===== src/pkg/monitor_map.svh =====
`ifndef MONITOR_MAP_SVH
`define MONITOR_MAP_SVH

// ----------------------------------------------------------------
// Register byte offsets
// ----------------------------------------------------------------
`define OFS_CMD 8'h00
`define OFS_REPLY 8'h04
`define OFS_STATUS 8'h08
`define OFS_SETTINGS 8'h0C

// ----------------------------------------------------------------
// Register fields
// ----------------------------------------------------------------
`define F_CODE 7:0
`define F_ARG 15:8
`define F_REPLY_BYTE 7:0
`define F_REPLY_VALID 8
`define F_ST_COUNT 2:0
`define F_ST_ERR 3
`define F_ST_HELD 4
`define F_ST_SEL 11:8
`define F_SET_LIMIT 7:0
`define F_SET_FAN 15:8

// ----------------------------------------------------------------
// Payload fields
// ----------------------------------------------------------------
`define F_CAL_SENSOR 7:4
`define F_CAL_SIGN 3
`define F_CAL_MAG 2:0
`define F_THR_SEL 3:0

// ----------------------------------------------------------------
// Command codes
// ----------------------------------------------------------------
`define CMD_ACTION_QUERY 8'h2C
`define CMD_TEMP_LIMIT_SET 8'h4C
`define CMD_CAL_SET 8'h5C
`define CMD_FAN_SET 8'h6C
`define CMD_DEFAULTS 8'h7C
`define CMD_THR_SELECT 8'h8C
`define CMD_THR_MSB 8'h9C
`define CMD_THR_LSB 8'hAC
`define CMD_THR_QUERY 8'hBC
`define CMD_FW_QUERY 8'hCC
`define CMD_TEMP_QUERY 8'hDC
`define CMD_FAN_QUERY 8'hEC
`define CMD_SAVE 8'h3D

// ----------------------------------------------------------------
// Limits, lengths and reset values
// ----------------------------------------------------------------
`define TEMP_LIMIT_MIN 8'h23
`define TEMP_LIMIT_MAX 8'h69
`define TEMP_LIMIT_RST 8'h37
`define FAN_LOW 8'h00
`define FAN_HIGH 8'h01
`define FAN_AUTO 8'hFF
`define SENSOR_LAST 4'hD
`define THR_LAST 4'hD
`define SENSOR_COUNT 14
`define THR_COUNT 14
`define REPLY_DEPTH 6
`define ACTION_LEN 3'h5
`define THR_LEN 3'h2
`define BYTE_LEN 3'h1
`define THR_RST 17'h0_0000
`define THR_MSB_RST 8'h00
`define THR_SEL_RST 4'h0
`define FW_REVISION_RST 8'h21

`endif


===== src/pkg/monitor_pkg.sv =====
package monitor_pkg;

  // Wishbone request from the master
  typedef struct packed {
    logic cyc;
    logic stb;
    logic we;
    logic [7:0] adr;
    logic [3:0] sel;
    logic [31:0] dat;
  } wb_req_t;

  // Wishbone answer from the slave
  typedef struct packed {
    logic ack;
    logic [31:0] dat;
  } wb_rsp_t;

  // One-cycle register access, at the acknowledging edge
  typedef struct packed {
    logic wr;
    logic rd;
    logic [7:0] adr;
    logic [3:0] sel;
    logic [31:0] dat;
  } reg_access_t;

  // Sensor calibration offset, magnitude in half degrees
  typedef struct packed {
    logic neg;
    logic [2:0] mag;
  } cal_t;

endpackage : monitor_pkg


===== src/hdl/chassis_monitor_command_handler.sv =====
// Decided for this implementation: the Wishbone register port and the address map.
`include "monitor_map.svh"

module chassis_monitor_command_handler #(
  parameter logic [7:0] FW_REVISION = `FW_REVISION_RST, // Arbitrary value
  parameter int SENSORS = `SENSOR_COUNT,
  parameter int THRS = `THR_COUNT
) (
  // Clock and reset
  input wire logic ref_clk,
  input wire logic srst,
  // Wishbone slave
  input monitor_pkg::wb_req_t wbReq,
  output monitor_pkg::wb_rsp_t wbRsp,
  // Alarm inputs for the action data
  input wire logic [6:0] railFault,
  input wire logic [2:0] airflowAlarm,
  input wire logic [13:0] tempAlarm,
  // Settings driven to the monitor hardware
  output logic [7:0] tempLimit,
  output logic [7:0] fanSpeed,
  output logic fanHeld,
  output monitor_pkg::cal_t calOffset [SENSORS],
  output logic signed [16:0] threshold [THRS],
  output logic saveReq
);
  import monitor_pkg::*;

  // ----------------------------------------------------------------
  // Bus port and command strobe
  // ----------------------------------------------------------------
  reg_access_t access;
  logic [31:0] readData;
  logic [7:0] cmdCode;
  logic [7:0] cmdArg;
  logic cmdGo;
  logic doCmd;
  logic cmdAccepted;
  logic cmdError;
  logic limitInRange;
  logic fanValid;
  logic [3:0] thrSel;
  logic [7:0] thrMsb;
  logic [15:0] thrQueryMag;
  logic replyLoad;
  logic [4:0][7:0] replyBytes;
  logic [2:0] replyLen;
  logic [7:0] replyHead;
  logic [2:0] replyCount;
  logic replyPop;

  wb_slave_port busPort (
    .ref_clk(ref_clk),
    .srst(srst),
    .wbReq(wbReq),
    .wbRsp(wbRsp),
    .access(access),
    .readData(readData)
  );

  // Both command bytes must be written in one access
  assign cmdCode = access.dat[`F_CODE];
  assign cmdArg = access.dat[`F_ARG];
  assign cmdGo = access.wr && access.adr == `OFS_CMD && (&access.sel[1:0]);
  assign doCmd = cmdGo && cmdAccepted;
  assign replyPop = access.rd && access.adr == `OFS_REPLY;

  // Out-of-range payloads are refused rather than clamped
  assign limitInRange = cmdArg >= `TEMP_LIMIT_MIN && cmdArg <= `TEMP_LIMIT_MAX;
  assign fanValid = cmdArg == `FAN_LOW || cmdArg == `FAN_HIGH || cmdArg == `FAN_AUTO;

  // Magnitude of a signed threshold, for the query reply
  function automatic logic [15:0] thrMag(input logic signed [16:0] v);
    logic [16:0] a;
    a = v[16] ? 17'(-v) : 17'(v);
    return a[15:0];
  endfunction : thrMag

  // ----------------------------------------------------------------
  // Command decode and reply contents
  // ----------------------------------------------------------------
  always_comb begin
    cmdAccepted = 1'b0;
    replyLoad = 1'b0;
    replyBytes = '0;
    replyLen = 3'h0;
    thrQueryMag = 16'h0000;
    if (cmdArg[`F_THR_SEL] <= `THR_LAST) begin
      thrQueryMag = thrMag(threshold[cmdArg[`F_THR_SEL]]);
    end
    unique case (cmdCode)
      `CMD_ACTION_QUERY: begin
        cmdAccepted = 1'b1;
        replyLoad = 1'b1;
        replyBytes[0] = {1'b0, railFault};
        replyBytes[1] = {5'h00, airflowAlarm};
        replyBytes[2] = 8'h00;
        replyBytes[3] = tempAlarm[7:0];
        replyBytes[4] = {2'h0, tempAlarm[13:8]};
        replyLen = `ACTION_LEN;
      end
      `CMD_TEMP_LIMIT_SET: cmdAccepted = limitInRange;
      `CMD_CAL_SET: cmdAccepted = cmdArg[`F_CAL_SENSOR] <= `SENSOR_LAST;
      `CMD_FAN_SET: cmdAccepted = fanValid;
      `CMD_THR_SELECT: cmdAccepted = cmdArg[`F_THR_SEL] <= `THR_LAST;
      `CMD_DEFAULTS, `CMD_THR_MSB, `CMD_THR_LSB, `CMD_SAVE: cmdAccepted = 1'b1;
      `CMD_THR_QUERY: begin
        cmdAccepted = cmdArg[`F_THR_SEL] <= `THR_LAST;
        replyLoad = cmdAccepted;
        replyBytes[0] = thrQueryMag[15:8];
        replyBytes[1] = thrQueryMag[7:0];
        replyLen = `THR_LEN;
      end
      `CMD_FW_QUERY: begin
        cmdAccepted = 1'b1;
        replyLoad = 1'b1;
        replyBytes[0] = FW_REVISION;
        replyLen = `BYTE_LEN;
      end
      `CMD_TEMP_QUERY: begin
        cmdAccepted = 1'b1;
        replyLoad = 1'b1;
        replyBytes[0] = tempLimit;
        replyLen = `BYTE_LEN;
      end
      `CMD_FAN_QUERY: begin
        cmdAccepted = 1'b1;
        replyLoad = 1'b1;
        replyBytes[0] = fanSpeed;
        replyLen = `BYTE_LEN;
      end
      default: cmdAccepted = 1'b0;
    endcase
  end

  // Single-byte replies get a checksum equal to the byte itself
  reply_buffer #(
    .DEPTH(`REPLY_DEPTH)
  ) replyBuf (
    .ref_clk(ref_clk),
    .srst(srst),
    .load(doCmd && replyLoad),
    .loadBytes(replyBytes),
    .loadCount(replyLen),
    .pop(replyPop),
    .head(replyHead),
    .remaining(replyCount)
  );

  // ----------------------------------------------------------------
  // Programmable settings
  // ----------------------------------------------------------------
  // Temperature fault limit
  always_ff @(posedge ref_clk) begin
    if (srst || (doCmd && cmdCode == `CMD_DEFAULTS)) begin
      tempLimit <= `TEMP_LIMIT_RST;
    end else if (doCmd && cmdCode == `CMD_TEMP_LIMIT_SET) begin
      tempLimit <= cmdArg;
    end
  end

  // Fan speed; -1 hands control back to the automatic loop
  always_ff @(posedge ref_clk) begin
    if (srst || (doCmd && cmdCode == `CMD_DEFAULTS)) begin
      fanSpeed <= `FAN_AUTO;
      fanHeld <= 1'b0;
    end else if (doCmd && cmdCode == `CMD_FAN_SET) begin
      fanSpeed <= cmdArg;
      fanHeld <= cmdArg != `FAN_AUTO;
    end
  end

  // Per-sensor calibration offsets
  always_ff @(posedge ref_clk) begin
    if (srst || (doCmd && cmdCode == `CMD_DEFAULTS)) begin
      for (int i = 0; i < SENSORS; i++) begin
        calOffset[i] <= '0;
      end
    end else if (doCmd && cmdCode == `CMD_CAL_SET) begin
      calOffset[cmdArg[`F_CAL_SENSOR]].neg <= cmdArg[`F_CAL_SIGN];
      calOffset[cmdArg[`F_CAL_SENSOR]].mag <= cmdArg[`F_CAL_MAG];
    end
  end

  // Threshold target and stored upper byte
  always_ff @(posedge ref_clk) begin
    if (srst || (doCmd && cmdCode == `CMD_DEFAULTS)) begin
      thrSel <= `THR_SEL_RST;
      thrMsb <= `THR_MSB_RST;
    end else if (doCmd && cmdCode == `CMD_THR_SELECT) begin
      thrSel <= cmdArg[`F_THR_SEL];
    end else if (doCmd && cmdCode == `CMD_THR_MSB) begin
      thrMsb <= cmdArg;
    end
  end

  // Even rail pairs (-2, -5.2, -12, -24 V) are negative: thrSel[1] low
  always_ff @(posedge ref_clk) begin
    if (srst || (doCmd && cmdCode == `CMD_DEFAULTS)) begin
      for (int i = 0; i < THRS; i++) begin
        threshold[i] <= `THR_RST;
      end
    end else if (doCmd && cmdCode == `CMD_THR_LSB) begin
      if (thrSel[1]) begin
        threshold[thrSel] <= 17'({1'b0, thrMsb, cmdArg});
      end else begin
        threshold[thrSel] <= 17'(-{1'b0, thrMsb, cmdArg});
      end
    end
  end

  // Store request; settings stay on the outputs for the writer to copy
  always_ff @(posedge ref_clk) begin
    if (srst) begin
      saveReq <= 1'b0;
    end else begin
      saveReq <= doCmd && cmdCode == `CMD_SAVE;
    end
  end

  // Error reflects the most recent command only
  always_ff @(posedge ref_clk) begin
    if (srst) begin
      cmdError <= 1'b0;
    end else if (cmdGo) begin
      cmdError <= !cmdAccepted;
    end
  end

  // ----------------------------------------------------------------
  // Register read mux; unmapped offsets read as zero
  // ----------------------------------------------------------------
  always_comb begin
    readData = '0;
    unique case (access.adr)
      `OFS_REPLY: begin
        readData[`F_REPLY_BYTE] = replyHead;
        readData[`F_REPLY_VALID] = replyCount != 3'h0;
      end
      `OFS_STATUS: begin
        readData[`F_ST_COUNT] = replyCount;
        readData[`F_ST_ERR] = cmdError;
        readData[`F_ST_HELD] = fanHeld;
        readData[`F_ST_SEL] = thrSel;
      end
      `OFS_SETTINGS: begin
        readData[`F_SET_LIMIT] = tempLimit;
        readData[`F_SET_FAN] = fanSpeed;
      end
      default: readData = '0;
    endcase
  end
endmodule : chassis_monitor_command_handler


===== src/hdl/wb_slave_port.sv =====
module wb_slave_port (
  // Clock and reset
  input wire logic ref_clk,
  input wire logic srst,
  // Wishbone side
  input monitor_pkg::wb_req_t wbReq,
  output monitor_pkg::wb_rsp_t wbRsp,
  // Register side
  output monitor_pkg::reg_access_t access,
  input wire logic [31:0] readData
);
  import monitor_pkg::*;

  logic ack;
  logic [31:0] datOut;

  // Ack one cycle after the request, dropped the cycle after
  always_ff @(posedge ref_clk) begin
    if (srst) begin
      ack <= 1'b0;
    end else begin
      ack <= wbReq.cyc & wbReq.stb & ~ack;
    end
  end

  // Read data captured before the ack edge, so a popping read is safe
  always_ff @(posedge ref_clk) begin
    if (srst) begin
      datOut <= '0;
    end else if (wbReq.cyc && wbReq.stb && !wbReq.we && !ack) begin
      datOut <= readData;
    end
  end

  assign wbRsp.ack = ack;
  assign wbRsp.dat = datOut;

  // Side effects happen only at the edge the master sees ack
  assign access.wr = wbReq.cyc & wbReq.stb & wbReq.we & ack;
  assign access.rd = wbReq.cyc & wbReq.stb & ~wbReq.we & ack;
  assign access.adr = wbReq.adr;
  assign access.sel = wbReq.sel;
  assign access.dat = wbReq.dat;
endmodule : wb_slave_port


===== src/hdl/reply_buffer.sv =====
`include "monitor_map.svh"

module reply_buffer #(
  parameter int DEPTH = `REPLY_DEPTH,
  parameter int CW = $clog2(DEPTH + 1)
) (
  // Clock and reset
  input wire logic ref_clk,
  input wire logic srst,
  // Load of a new reply, data bytes only
  input wire logic load,
  input wire logic [DEPTH-2:0][7:0] loadBytes,
  input wire logic [CW-1:0] loadCount,
  // Drain side
  input wire logic pop,
  output logic [7:0] head,
  output logic [CW-1:0] remaining
);
  import monitor_pkg::*;

  logic [7:0] mem [DEPTH];
  logic [7:0] sum;

  // Modulo-256 sum of the data bytes being loaded
  always_comb begin
    sum = 8'h00;
    for (int i = 0; i < DEPTH - 1; i++) begin
      if (i < int'(loadCount)) begin
        sum = sum + loadBytes[i];
      end
    end
  end

  // Shift register keeps the head byte straight out of a flop
  always_ff @(posedge ref_clk) begin
    if (srst) begin
      for (int i = 0; i < DEPTH; i++) begin
        mem[i] <= 8'h00;
      end
    end else if (load) begin
      for (int i = 0; i < DEPTH; i++) begin
        if (i < int'(loadCount)) begin
          mem[i] <= loadBytes[i];
        end else if (i == int'(loadCount)) begin
          mem[i] <= sum;
        end else begin
          mem[i] <= 8'h00;
        end
      end
    end else if (pop && remaining != '0) begin
      for (int i = 0; i < DEPTH - 1; i++) begin
        mem[i] <= mem[i+1];
      end
      mem[DEPTH-1] <= 8'h00;
    end
  end

  // A new load replaces whatever was left unread
  always_ff @(posedge ref_clk) begin
    if (srst) begin
      remaining <= '0;
    end else if (load) begin
      remaining <= loadCount + CW'(1);
    end else if (pop && remaining != '0) begin
      remaining <= remaining - CW'(1);
    end
  end

  assign head = mem[0];

  // Helper: sum of stored bytes before the last one
  logic [7:0] storedSum;
  always_comb begin
    storedSum = 8'h00;
    for (int i = 0; i < DEPTH - 1; i++) begin
      if (i + 1 < int'(remaining)) begin
        storedSum = storedSum + mem[i];
      end
    end
  end
endmodule : reply_buffer


===== config.mk =====
export PLATFORM = sky130hd
export DESIGN_NAME = chassis_monitor_command_handler
export DESIGN_NICKNAME = d
export VERILOG_FILES = /design/src/pkg/monitor_pkg.sv /design/src/hdl/chassis_monitor_command_handler.sv /design/src/hdl/wb_slave_port.sv /design/src/hdl/reply_buffer.sv
export VERILOG_INCLUDE_DIRS = /design/src /design/src/pkg
export SDC_FILE = /design/constraint.sdc
export NUM_CORES = 1
export LEC_CHECK = 0
export BUFFER_PORTS_ARGS = -buffer_cell sky130_fd_sc_hd__buf_4
export CAP_MARGIN = 5
export CORE_MARGIN = 2
export CORE_UTILIZATION = 42
export CTS_CLUSTER_DIAMETER = 80
export DETAILED_ROUTE_END_ITERATION = 16
export PLACE_DENSITY = 0.66
export SYNTH_ARGS = -nofsm -noshare
export SYNTH_HDL_FRONTEND = slang
export SYNTH_SLANG_ARGS = --single-unit

===== constraint.sdc =====
create_clock -name ref_clk -period 9.7 [get_ports ref_clk]
set_clock_uncertainty 0.05 [all_clocks]
set_input_delay 0.485 -clock ref_clk [delete_from_list [all_inputs] [get_ports ref_clk]]
set_output_delay 0.485 -clock ref_clk [all_outputs]
set_load 0.02 [all_outputs]

==> run summary, run 1 <==
Total inserted antenna cells: 0
Fmax: 125 MHz
Static leakage: 9.61 nW
Worst EP arrival: 8.38 ns
TritonCTS clock tree: built
Die Wd: 220 um
Initial antenna violation count: 0
Synthesized cell area: 0.0195 mm2
Synth unique cells: 96
Largest net degree at the start of global routing: 99
Status: completed
Number of DRC markers in iteration 0: 1821
Crit path launch type: primary input
ANT nets after route: 0
Area of the multi-input gates: 0.0103 mm2
Yosys warnings: 0
Share of layout cells above drive strength 1: 0.208
Post-synth EDFFs: 48
Most frequent CP cell: a21oi_1
RSZ-0062 raised after global routing: false
Max Cap Viol: 0
All-Layer GR Usage: 0.315
Fillers: 4216
Async SR Flop Fraction: 0
Clk slew on worst S/H paths: 0.05 ns
Initial core utilization: 0.428
Synth top cells by count: 568 x nand2_1, 345 x dfxtp_1, 296 x a21oi_1, 215 x nor2_1, 140 x mux2i_1
Least-Margin Pin Slew: 1.19 ns
Count leader, synth: nand2_1
Ports: 418
Routed wire length: 78500 um
Min-delay worst type: primary input to flop
Final Hold Vio Count: 0
Worst VDD drop: 0.000115 V
Die H: 220 um
DRT Pass-1 Iters: 8
Share of the synthesized area in the top cell type: 0.354
CP peak stage delay: 0.64 ns
Num rows: 78
Sequential share of the synthesized area: 0.428
Crit-path slowest cell: mux4_2
Synth top area cells: dfxtp_1 35%, nand2_1 11%, a21oi_1 7.6%
CTS root buffer: clkbuf_16
Clock buffer depth: 3
First-pass GRT wire length: 114000 um
Count of final setup violators: 0
Slew margin rel.: 0.202
Wire length per cell: 23.9 um
Worst Path Required: 10.09 ns
Register area: 0.00835 mm2
Fin util: 0.529
Nets: 2752
Hpwl dp: 57600 um
Layout area overhead: 23.5%
Routability cong.: 0.955
Vias post-DR: 19100
PortBufs: 383
Period minus WS final: 7.99 ns
Avg Cell Area, Syn: 8.33 um2
Cell Pwr Density: 146 mW/mm2
Core ar.: 0.0456 mm2
Worst-skew pair later-pin latency: 0.60 ns
Vias/cell: 5.82
H-tree lvl count: 2
Setup Buffers After CTS: 0
CTS resizes: 0
Clk sinks: 393
Post-synth top area cell: dfxtp_1
Global route total overflow: 0
Synth Register Bits: 393
Number of global-route vias before repair: 18200
Period utilization: 0.823
CTS Hold Bufs: 0
Syn Inst Count: 2343
DRC violations left: 0
Element type at the critical path end: flop
Final setup TNS: 0 ns
Ys flop type: dfxtp_1
Highest net fanout along the worst path: 48
Num CTS Buffers: 46
Die Footprint: 0.0482 mm2
CP Class: primary input to flop
Slew Limit Fails: 0
final timing paths:
| path | endpoint | from | depth (start not counted) | slack [ns] |
|---|---|---|---|---|
| setup / recovery | replyBuf.mem[0][31] | wbReq[8] | 31 | 1.71 |
| hold / removal | busPort.ack | wbReq[45] | 3 | 0.14 |
| setup reg to reg | replyBuf.mem[0][31] | threshold[221] | 30 | 1.98 |
| hold reg to reg | threshold[23] | threshold[23] | 2 | 0.42 |
logic make-up after synthesis:
logic type	after synthesis	synth area share
compound gates	491	0.150
xor+xnor	41	0.0191
fa+ha+maj	37	0.0246
buf+inv	211	0.0479
flops	393	0.428
mux	181	0.108
other cells	1	0.000192
simple gates	988	0.223
per-layer routing:
metal  track usage  share of wire  up-vias
met2         0.514           0.47     1028
li1              -              -     8672
met1         0.392           0.39     9183
met3        0.0726          0.096      204
met5             0              0        -
met4         0.155          0.051        0
sequential cells by signal, summed over array words and instances (netlist names):
name / cells
busPort.ack: 1
busPort.datOut: 16
calOffset: 56
cmdError: 1
fanHeld: 1
fanSpeed: 8
replyBuf.mem: 48
replyBuf.remaining: 3
saveReq: 1
tempLimit: 8
thrMsb: 8
thrSel: 4
threshold: 238
report_power, final:
group | total (mW) | switching [mW] | internal (mW)
registers | 1.65 | 0.00265 | 1.65
logic | 0.164 | 0.118 | 0.0463
clock network | 1.70 | 0.723 | 0.975
total | 3.52 | 0.843 | 2.67
cell usage in the layout, fill, tap and decap left out, types with 31 or more instances in the layout:
| master | count |
|---|---|
| nand2_1 | 568 |
| buf_4 | 415 |
| dfxtp_1 | 345 |
| a21oi_1 | 296 |
| nor2_1 | 215 |
| mux2i_1 | 140 |
| edfxtp_1 | 48 |
| clkbuf_16 | 47 |
| o21ai_0 | 35 |
| ha_1 | 32 |
| inv_1 | 31 |
area by class of cell:
| cell class | instances | share of cell area |
|---|---|---|
| clock buffer | 65 | 0.0545 |
| clock inverter | 18 | 0.00592 |
| inverter | 34 | 0.00530 |
| multi-input combinational | 1754 | 0.427 |
| sequential | 393 | 0.346 |
| tap | 600 | 0.0312 |
| timing repair buffer | 415 | 0.129 |
through the flow:
step           setup WS, ns  hold slack (ns)  instances  power, mW  cell area (um2)
2_1_floorplan          2.40            0.380       2358       1.80            19600
3_5_place_dp           1.24            0.411       3196       1.85            22600
3_3_place_gp           1.31            0.398       3196       1.85            22600
4_1_cts                1.83            0.120       3279       3.53            24100
5_1_grt                1.22            0.140       3279       3.61            24100
6_report               1.71            0.141       3279       3.52            24100
worst max-delay path: cells and delay by family:
family                   cells  cell delay, ns
adder cells (fa/ha/maj)      5            1.65
AND/OR/NAND/NOR              6            0.97
multiplexers                 3            1.19
buffers and inverters        3            0.72
AO/OA/AOI/OAI               11            2.86
XOR/XNOR                     3            0.46
Note: power is estimated with default switching activity, not from simulation.
==> run 2: changes to the inputs <==
Clock period 9.7 ns to 7.6 ns, I/O delays scaled along.
==> run 2 against run 1 <==
- register-to-register slack worse by 1.4 ns
- total power up 30%
- worst hold slack got worse by 0.096 ns
- first-iteration DRC count rose by 17%
==> run summary, run 2 (synthesis results as in run 1) <==
Number of global-route vias before repair: 17900 (-1.9%)
Largest register by flop count: threshold
Met2 Use GR: 0.522 (+0.00789)
Die Wd: 220 um (unchanged)
Layout area overhead: 25.2%
Fmax: 143 MHz
Worst Path Required: 7.98 ns (-2.11 ns)
Global route total overflow: 0 (unchanged)
Element type at the critical path end: flop
Nets: 2778 (+0.94%)
ANT nets after route: 0 (unchanged)
Highest net fanout along the worst path: 6 (-88%)
Wire length per cell: 23.8 um (-0.47%)
DRT Pass-1 Iters: 6 (-2)
Share of layout cells above drive strength 1: 0.218 (+0.00975)
Least-Margin Pin Slew: 1.31 ns (+0.122 ns)
Final setup TNS: 0 ns (unchanged)
TritonCTS clock tree: built
M1 GR Usage: 0.405 (+0.0130)
Hold depth: 3 (unchanged)
Largest regs: threshold (238), calOffset (56), replyBuf.mem (48)
Gr busiest metal: met2
Most frequent CP cell: ha_1
Routability cong.: 0.921 (-3.5%)
Slew Limit Fails: 0 (unchanged)
CTS Hold Bufs: 0 (unchanged)
Largest net degree at the start of global routing: 170 (+72%)
Total inserted antenna cells: 0 (unchanged)
RSZ-0062 raised after global routing: false
CP top delay family: compound AO/OA/AOI/OAI gates
CTS resizes: 0 (unchanged)
R2R depth: 30 (unchanged)
Core ar.: 0.0456 mm2 (unchanged)
Slew margin rel.: 0.123 (-0.0791)
Commonest non-fill, non-tap cell in the layout: nand2_1
Clk slew on worst S/H paths: 0.06 ns (about the same)
Period minus WS final: 6.98 ns
Setup Buffers After CTS: 0 (unchanged)
Count of final setup violators: 0 (unchanged)
Crit-path slowest cell: mux4_2
CTS root buffer: clkbuf_16
Min-delay worst type: primary input to flop
Max Cap Viol: 0 (unchanged)
Num rows: 78 (unchanged)
Cell Pwr Density: 188 mW/mm2 (+29%)
Num CTS Buffers: 46 (unchanged)
FF-to-FF setup slack: 0.62 ns (-1.36 ns)
Final Hold Vio Count: 0 (unchanged)
Crit path launch type: flop
Fillers: 4256 (+0.95%)
All-Layer GR Usage: 0.318 (+0.00242)
H-tree lvl count: 2 (unchanged)
Worst-skew pair later-pin latency: 0.60 ns (about the same)
Die H: 220 um (unchanged)
Clock buffer depth: 3 (unchanged)
Period utilization: 0.919
Vias/cell: 5.81 (-0.15%)
CP Class: flop to flop
Number of DRC markers in iteration 0: 2137 (+17%)
Initial antenna violation count: 0 (unchanged)
Routed wire length: 78800 um (+0.35%)
Crit Reg-Reg Endpoint: replyBuf.mem[0][31]
Worst VDD drop: 0.000135 V (+18%)
Hold_sp: wbReq[45]
DRC violations left: 0 (unchanged)
Design Power: 4.58 mW (+30%)
Worst reg2reg startpoint: threshold[103]
First-pass GRT wire length: 115000 um (+0.62%)
Bufs and invs on worst path: 3 (unchanged)
Ports: 418 (unchanged)
Most frequent cells in the layout: 568 x nand2_1, 438 x buf_4, 345 x dfxtp_1
PortBufs: 383 (unchanged)
Vias post-DR: 19200 (+0.68%)
Hpwl dp: 58300 um (+1.3%)
CP peak stage delay: 0.48 ns (-0.16 ns)
Die Footprint: 0.0482 mm2 (unchanged)
Status: completed
Initial core utilization: 0.428 (unchanged)
Worst EP arrival: 7.37 ns (-1.01 ns)
Hold Path End: busPort.ack
Largest register FFs: 238 (unchanged)
GR Util met3: 0.0715 (-0.00110)
Clk sinks: 393 (unchanged)
Static leakage: 9.79 nW (+1.9%)
## run 2: worst reg2reg max path, delay by kind of cell (launching register included)
family / cells / cell delay (ns)
compound gates: 10 / 2.25
xor+xnor: 4 / 0.71
fa+ha+maj: 4 / 1.24
buf+inv: 3 / 0.45
flops: 1 / 0.34
mux: 2 / 0.75
simple gates: 7 / 1.05
## run 2: metal layers
metal	vias to the layer above	routed length [um]
met5	-	0
met2	1007	37300
met1	9300	30500
li1	8735	-
met3	174	7670
met4	0	3260
## run 2: power breakdown
part           internal, mW  total [mW]  switching [mW]
registers              2.11        2.11         0.00343
clock network          1.33        2.25           0.928
logic                0.0658       0.216           0.151
total                  3.50        4.58            1.08
## run 2: worst max-delay path by stage
| stage | slack (ns) | start | to | depth (start not counted) |
|---|---|---|---|---|
| finish | 0.62 | threshold[103] | replyBuf.mem[0][31] | 30 |
| global route | 0.23 | threshold[103] | replyBuf.mem[0][23] | 30 |
| CTS | 0.71 | threshold[103] | replyBuf.mem[0][31] | 30 |
| detailed placement | 0.23 | wbReq[8] | replyBuf.mem[0][23] | 33 |
| global placement | 0.31 | wbReq[8] | replyBuf.mem[0][31] | 33 |
| floorplan | 0.40 | wbReq[8] | replyBuf.mem[0][31] | 35 |
## run 2: layout make-up
cell class              instances  area [um2]  share of cell area
clock buffers                  69        1410              0.0577
clock inverters                15         140             0.00574
inverters                      34         128             0.00523
multi-input cells            1754       10300               0.422
flip-flops and latches        393        8350               0.342
well taps                     600         751              0.0307
repair buffers                441        3350               0.137
## run 2: stage by stage
step | hold WS (ns) | std cells | util | cell area, um2 | setup WS (ns)
5_1_grt | 0.0379 | 3306 | 0.536 | 24400 | 0.232
3_5_place_dp | 0.415 | 3221 | 0.502 | 22900 | 0.227
6_report | 0.0449 | 3306 | 0.536 | 24400 | 0.618
4_1_cts | 0.0169 | 3305 | 0.536 | 24400 | 0.705
2_1_floorplan | 0.380 | 2358 | - | 19600 | 0.404
3_3_place_gp | 0.398 | 3221 | 0.502 | 22900 | 0.310
==> run 3: changes to the inputs <==
==> constraint.sdc (replaced) <==
create_clock -name ref_clk -period 7.6 [get_ports ref_clk]
set_clock_uncertainty 0.05 [all_clocks]
set_input_delay 0.76 -clock ref_clk [delete_from_list [all_inputs] [get_ports ref_clk]]
set_output_delay 0.76 -clock ref_clk [all_outputs]
set_load 0.02 [all_outputs]
==> run 3 against run 2 <==
- via count is 0.58% higher
- sequential power hardly changed
- cell area is 0.85% higher
- highest routed layer unchanged
- clock power hardly changed
- utilization is 0.46 points higher
- critical path depth is 2 lower
==> run summary, run 3 (synthesis results as in run 1) <==
Routability cong.: 0.957 (+3.9%)
Area of the multi-input gates: 0.0103 mm2 (about the same)
Cell Pwr Density: 185 mW/mm2 (-1.4%)
Num CTS Buffers: 44 (-4.3%)
Die Footprint: 0.0482 mm2 (unchanged)
Total inserted antenna cells: 0 (unchanged)
Core ar.: 0.0456 mm2 (unchanged)
Highest net fanout along the worst path: 18 (+12)
DRT Pass-1 Iters: 6 (unchanged)
Max Cap Viol: 0 (unchanged)
Clk slew on worst S/H paths: 0.06 ns (about the same)
Critical path depth: 28 (-6.7%)
FF-to-FF setup slack: 0.78 ns (+0.16 ns)
Initial core utilization: 0.428 (unchanged)
Fmax: 143 MHz (+0.11%)
Ports: 418 (unchanged)
CTS Hold Bufs: 0 (unchanged)
Global route total overflow: 0 (unchanged)
Worst Path Required: 7.98 ns (about the same)
All-Layer GR Usage: 0.319 (+0.000782)
Largest register by flop count: threshold
Capture point of the worst path: replyBuf.mem[0][31]
TritonCTS clock tree: built
Least-Margin Pin Slew: 1.27 ns (-0.0454 ns)
PortBufs: 383 (unchanged)
Final Hold Vio Count: 0 (unchanged)
Fillers: 4212 (-1.0%)
Number of global-route vias before repair: 18700 (+4.5%)
CP top delay family: simple AND/OR/NAND/NOR gates
Most frequent cells in the layout: 568 x nand2_1, 471 x buf_4, 345 x dfxtp_1
R2R depth: 30 (unchanged)
CP Class: primary input to flop
Num rows: 78 (unchanged)
Final hold slack: 0.411 ns (+0.366 ns)
Die H: 220 um (unchanged)
H-tree lvl count: 2 (unchanged)
ANT nets after route: 0 (unchanged)
Setup Buffers After CTS: 0 (unchanged)
Crit-path slowest cell: nor4_2
Crit path launch type: primary input
Wire length per cell: 23.7 um (-0.64%)
Final setup TNS: 0 ns (unchanged)
Status: completed
Period utilization: 0.918 (-0.00103)
Hold_sp: busPort.ack
Clock power frac: 0.488 (-0.004)
Share of layout cells above drive strength 1: 0.226 (+0.00821)
Vias/cell: 5.79 (-0.33%)
Die Wd: 220 um (unchanged)
Crit Reg-Reg Endpoint: replyBuf.mem[0][31]
Sw Ratio: 0.230 (-0.00566)
DRC violations left: 0 (unchanged)
Clock buffer depth: 3 (unchanged)
Clk sinks: 393 (unchanged)
Static leakage: 9.92 nW (+1.3%)
Nets: 2810 (+1.2%)
Reg power frac: 0.463 (+0.002)
Vias post-DR: 19300 (+0.58%)
Bufs and invs on worst path: 3 (unchanged)
Period minus WS final: 6.97 ns (-0.00780 ns)
Largest register FFs: 238 (unchanged)
Slew Limit Fails: 0 (unchanged)
Element type at the critical path end: flop
Slew margin rel.: 0.150 (+0.0274)
CP startpoint: wbReq[11]
Worst reg2reg startpoint: threshold[120]
Min-delay worst type: flop to flop
Largest net degree at the start of global routing: 154 (-9.4%)
Largest regs: threshold (238), calOffset (56), replyBuf.mem (48)
Number of DRC markers in iteration 0: 2113 (-1.1%)
Count of final setup violators: 0 (unchanged)
Hpwl dp: 58800 um (+0.82%)
Worst VDD drop: 0.000154 V (+14%)
Gate power share: 0.049 (+0.002)
Internal power: 3.51 mW (+0.20%)
CP peak stage delay: 0.56 ns (+0.08 ns)
RSZ-0062 raised after global routing: false
Worst-skew pair later-pin latency: 0.59 ns (about the same)
Worst EP arrival: 7.36 ns (about the same)
Commonest non-fill, non-tap cell in the layout: nand2_1
First-pass GRT wire length: 115000 um (+0.23%)
Initial antenna violation count: 0 (unchanged)
Layout area overhead: 26.2%
Routed wire length: 79000 um (+0.26%)
CTS root buffer: clkbuf_16
Sw Pwr: 1.05 mW (-2.9%)
Register area: 0.00835 mm2 (unchanged)
## run 3: cell count changes in the layout (fill, tap and decap cells not counted), sizes merged
| cell | previous run | this run |
|---|---|---|
| buf | 441 | 475 |
| clkbuf | 69 | 62 |
| bufinv | 1 | 5 |
| inv | 37 | 33 |
| clkinv | 11 | 13 |
| clkinvlp | 0 | 1 |
## run 3: layout make-up
type,instances,area share
flip-flops and latches,393,0.339
inverters,34,0.00518
repair buffers,475,0.146
multi-input cells,1754,0.418
well taps,600,0.0305
clock inverters,18,0.00960
clock buffers,62,0.0512
## run 3: layer usage
metal | global-route usage | wire length (um) | vias to the layer above
li1 | - | - | 8792
met1 | 0.390 | 29700 | 9229
met2 | 0.517 | 36700 | 1077
met3 | 0.0801 | 8240 | 229
met4 | 0.167 | 4340 | 0
met5 | 0 | 0 | -
## run 3: metrics by stage
| stage | utilization | power (mW) | setup slack [ns] | instance area [um2] | cells |
|---|---|---|---|---|---|
| floorplan | - | 2.30 | 0.0242 | 19600 | 2358 |
| global placement | 0.507 | 2.37 | 0.106 | 23100 | 3256 |
| detailed placement | 0.507 | 2.38 | 0.0440 | 23100 | 3256 |
| CTS | 0.540 | 4.57 | 0.631 | 24600 | 3336 |
| global route | 0.540 | 4.67 | 0.0466 | 24600 | 3336 |
| finish | 0.540 | 4.56 | 0.626 | 24600 | 3336 |
## run 3: how the worst min path moves through the flow
stage | to | slack [ns] | cells past startpoint
CTS | busPort.ack | 0.40 | 3
floorplan | busPort.ack | 0.38 | 1
global route | threshold[36] | 0.44 | 2
global placement | busPort.ack | 0.40 | 1
detailed placement | busPort.ack | 0.40 | 1
finish | busPort.ack | 0.41 | 1
## run 3: worst register-to-register path: cells and delay by family (launching register included)
| family | cells | cell delay (ns) |
|---|---|---|
| AOI/OAI and AO/OA | 10 | 2.19 |
| adders and majority gates | 4 | 1.14 |
| DFF | 1 | 0.36 |
| buffers and inverters | 3 | 0.40 |
| xor gates and xnor gates | 4 | 0.71 |
| muxes | 2 | 0.74 |
| and+or+nand+nor | 7 | 1.04 |
## run 3: power by group through the flow
stage	clock [mW]	sequential (mW)	combinational (mW)
3_3_place_gp	0	2.16	0.217
4_1_cts	2.24	2.11	0.220
2_1_floorplan	0	2.15	0.141
6_report	2.22	2.11	0.224
5_1_grt	2.33	2.11	0.235
3_5_place_dp	0	2.16	0.219
## run 3: timing repair
item                       in CTS  in global routing
hold endpoints to repair        0                  0
gates resized for setup         0                  1
setup endpoints to repair       0                  1
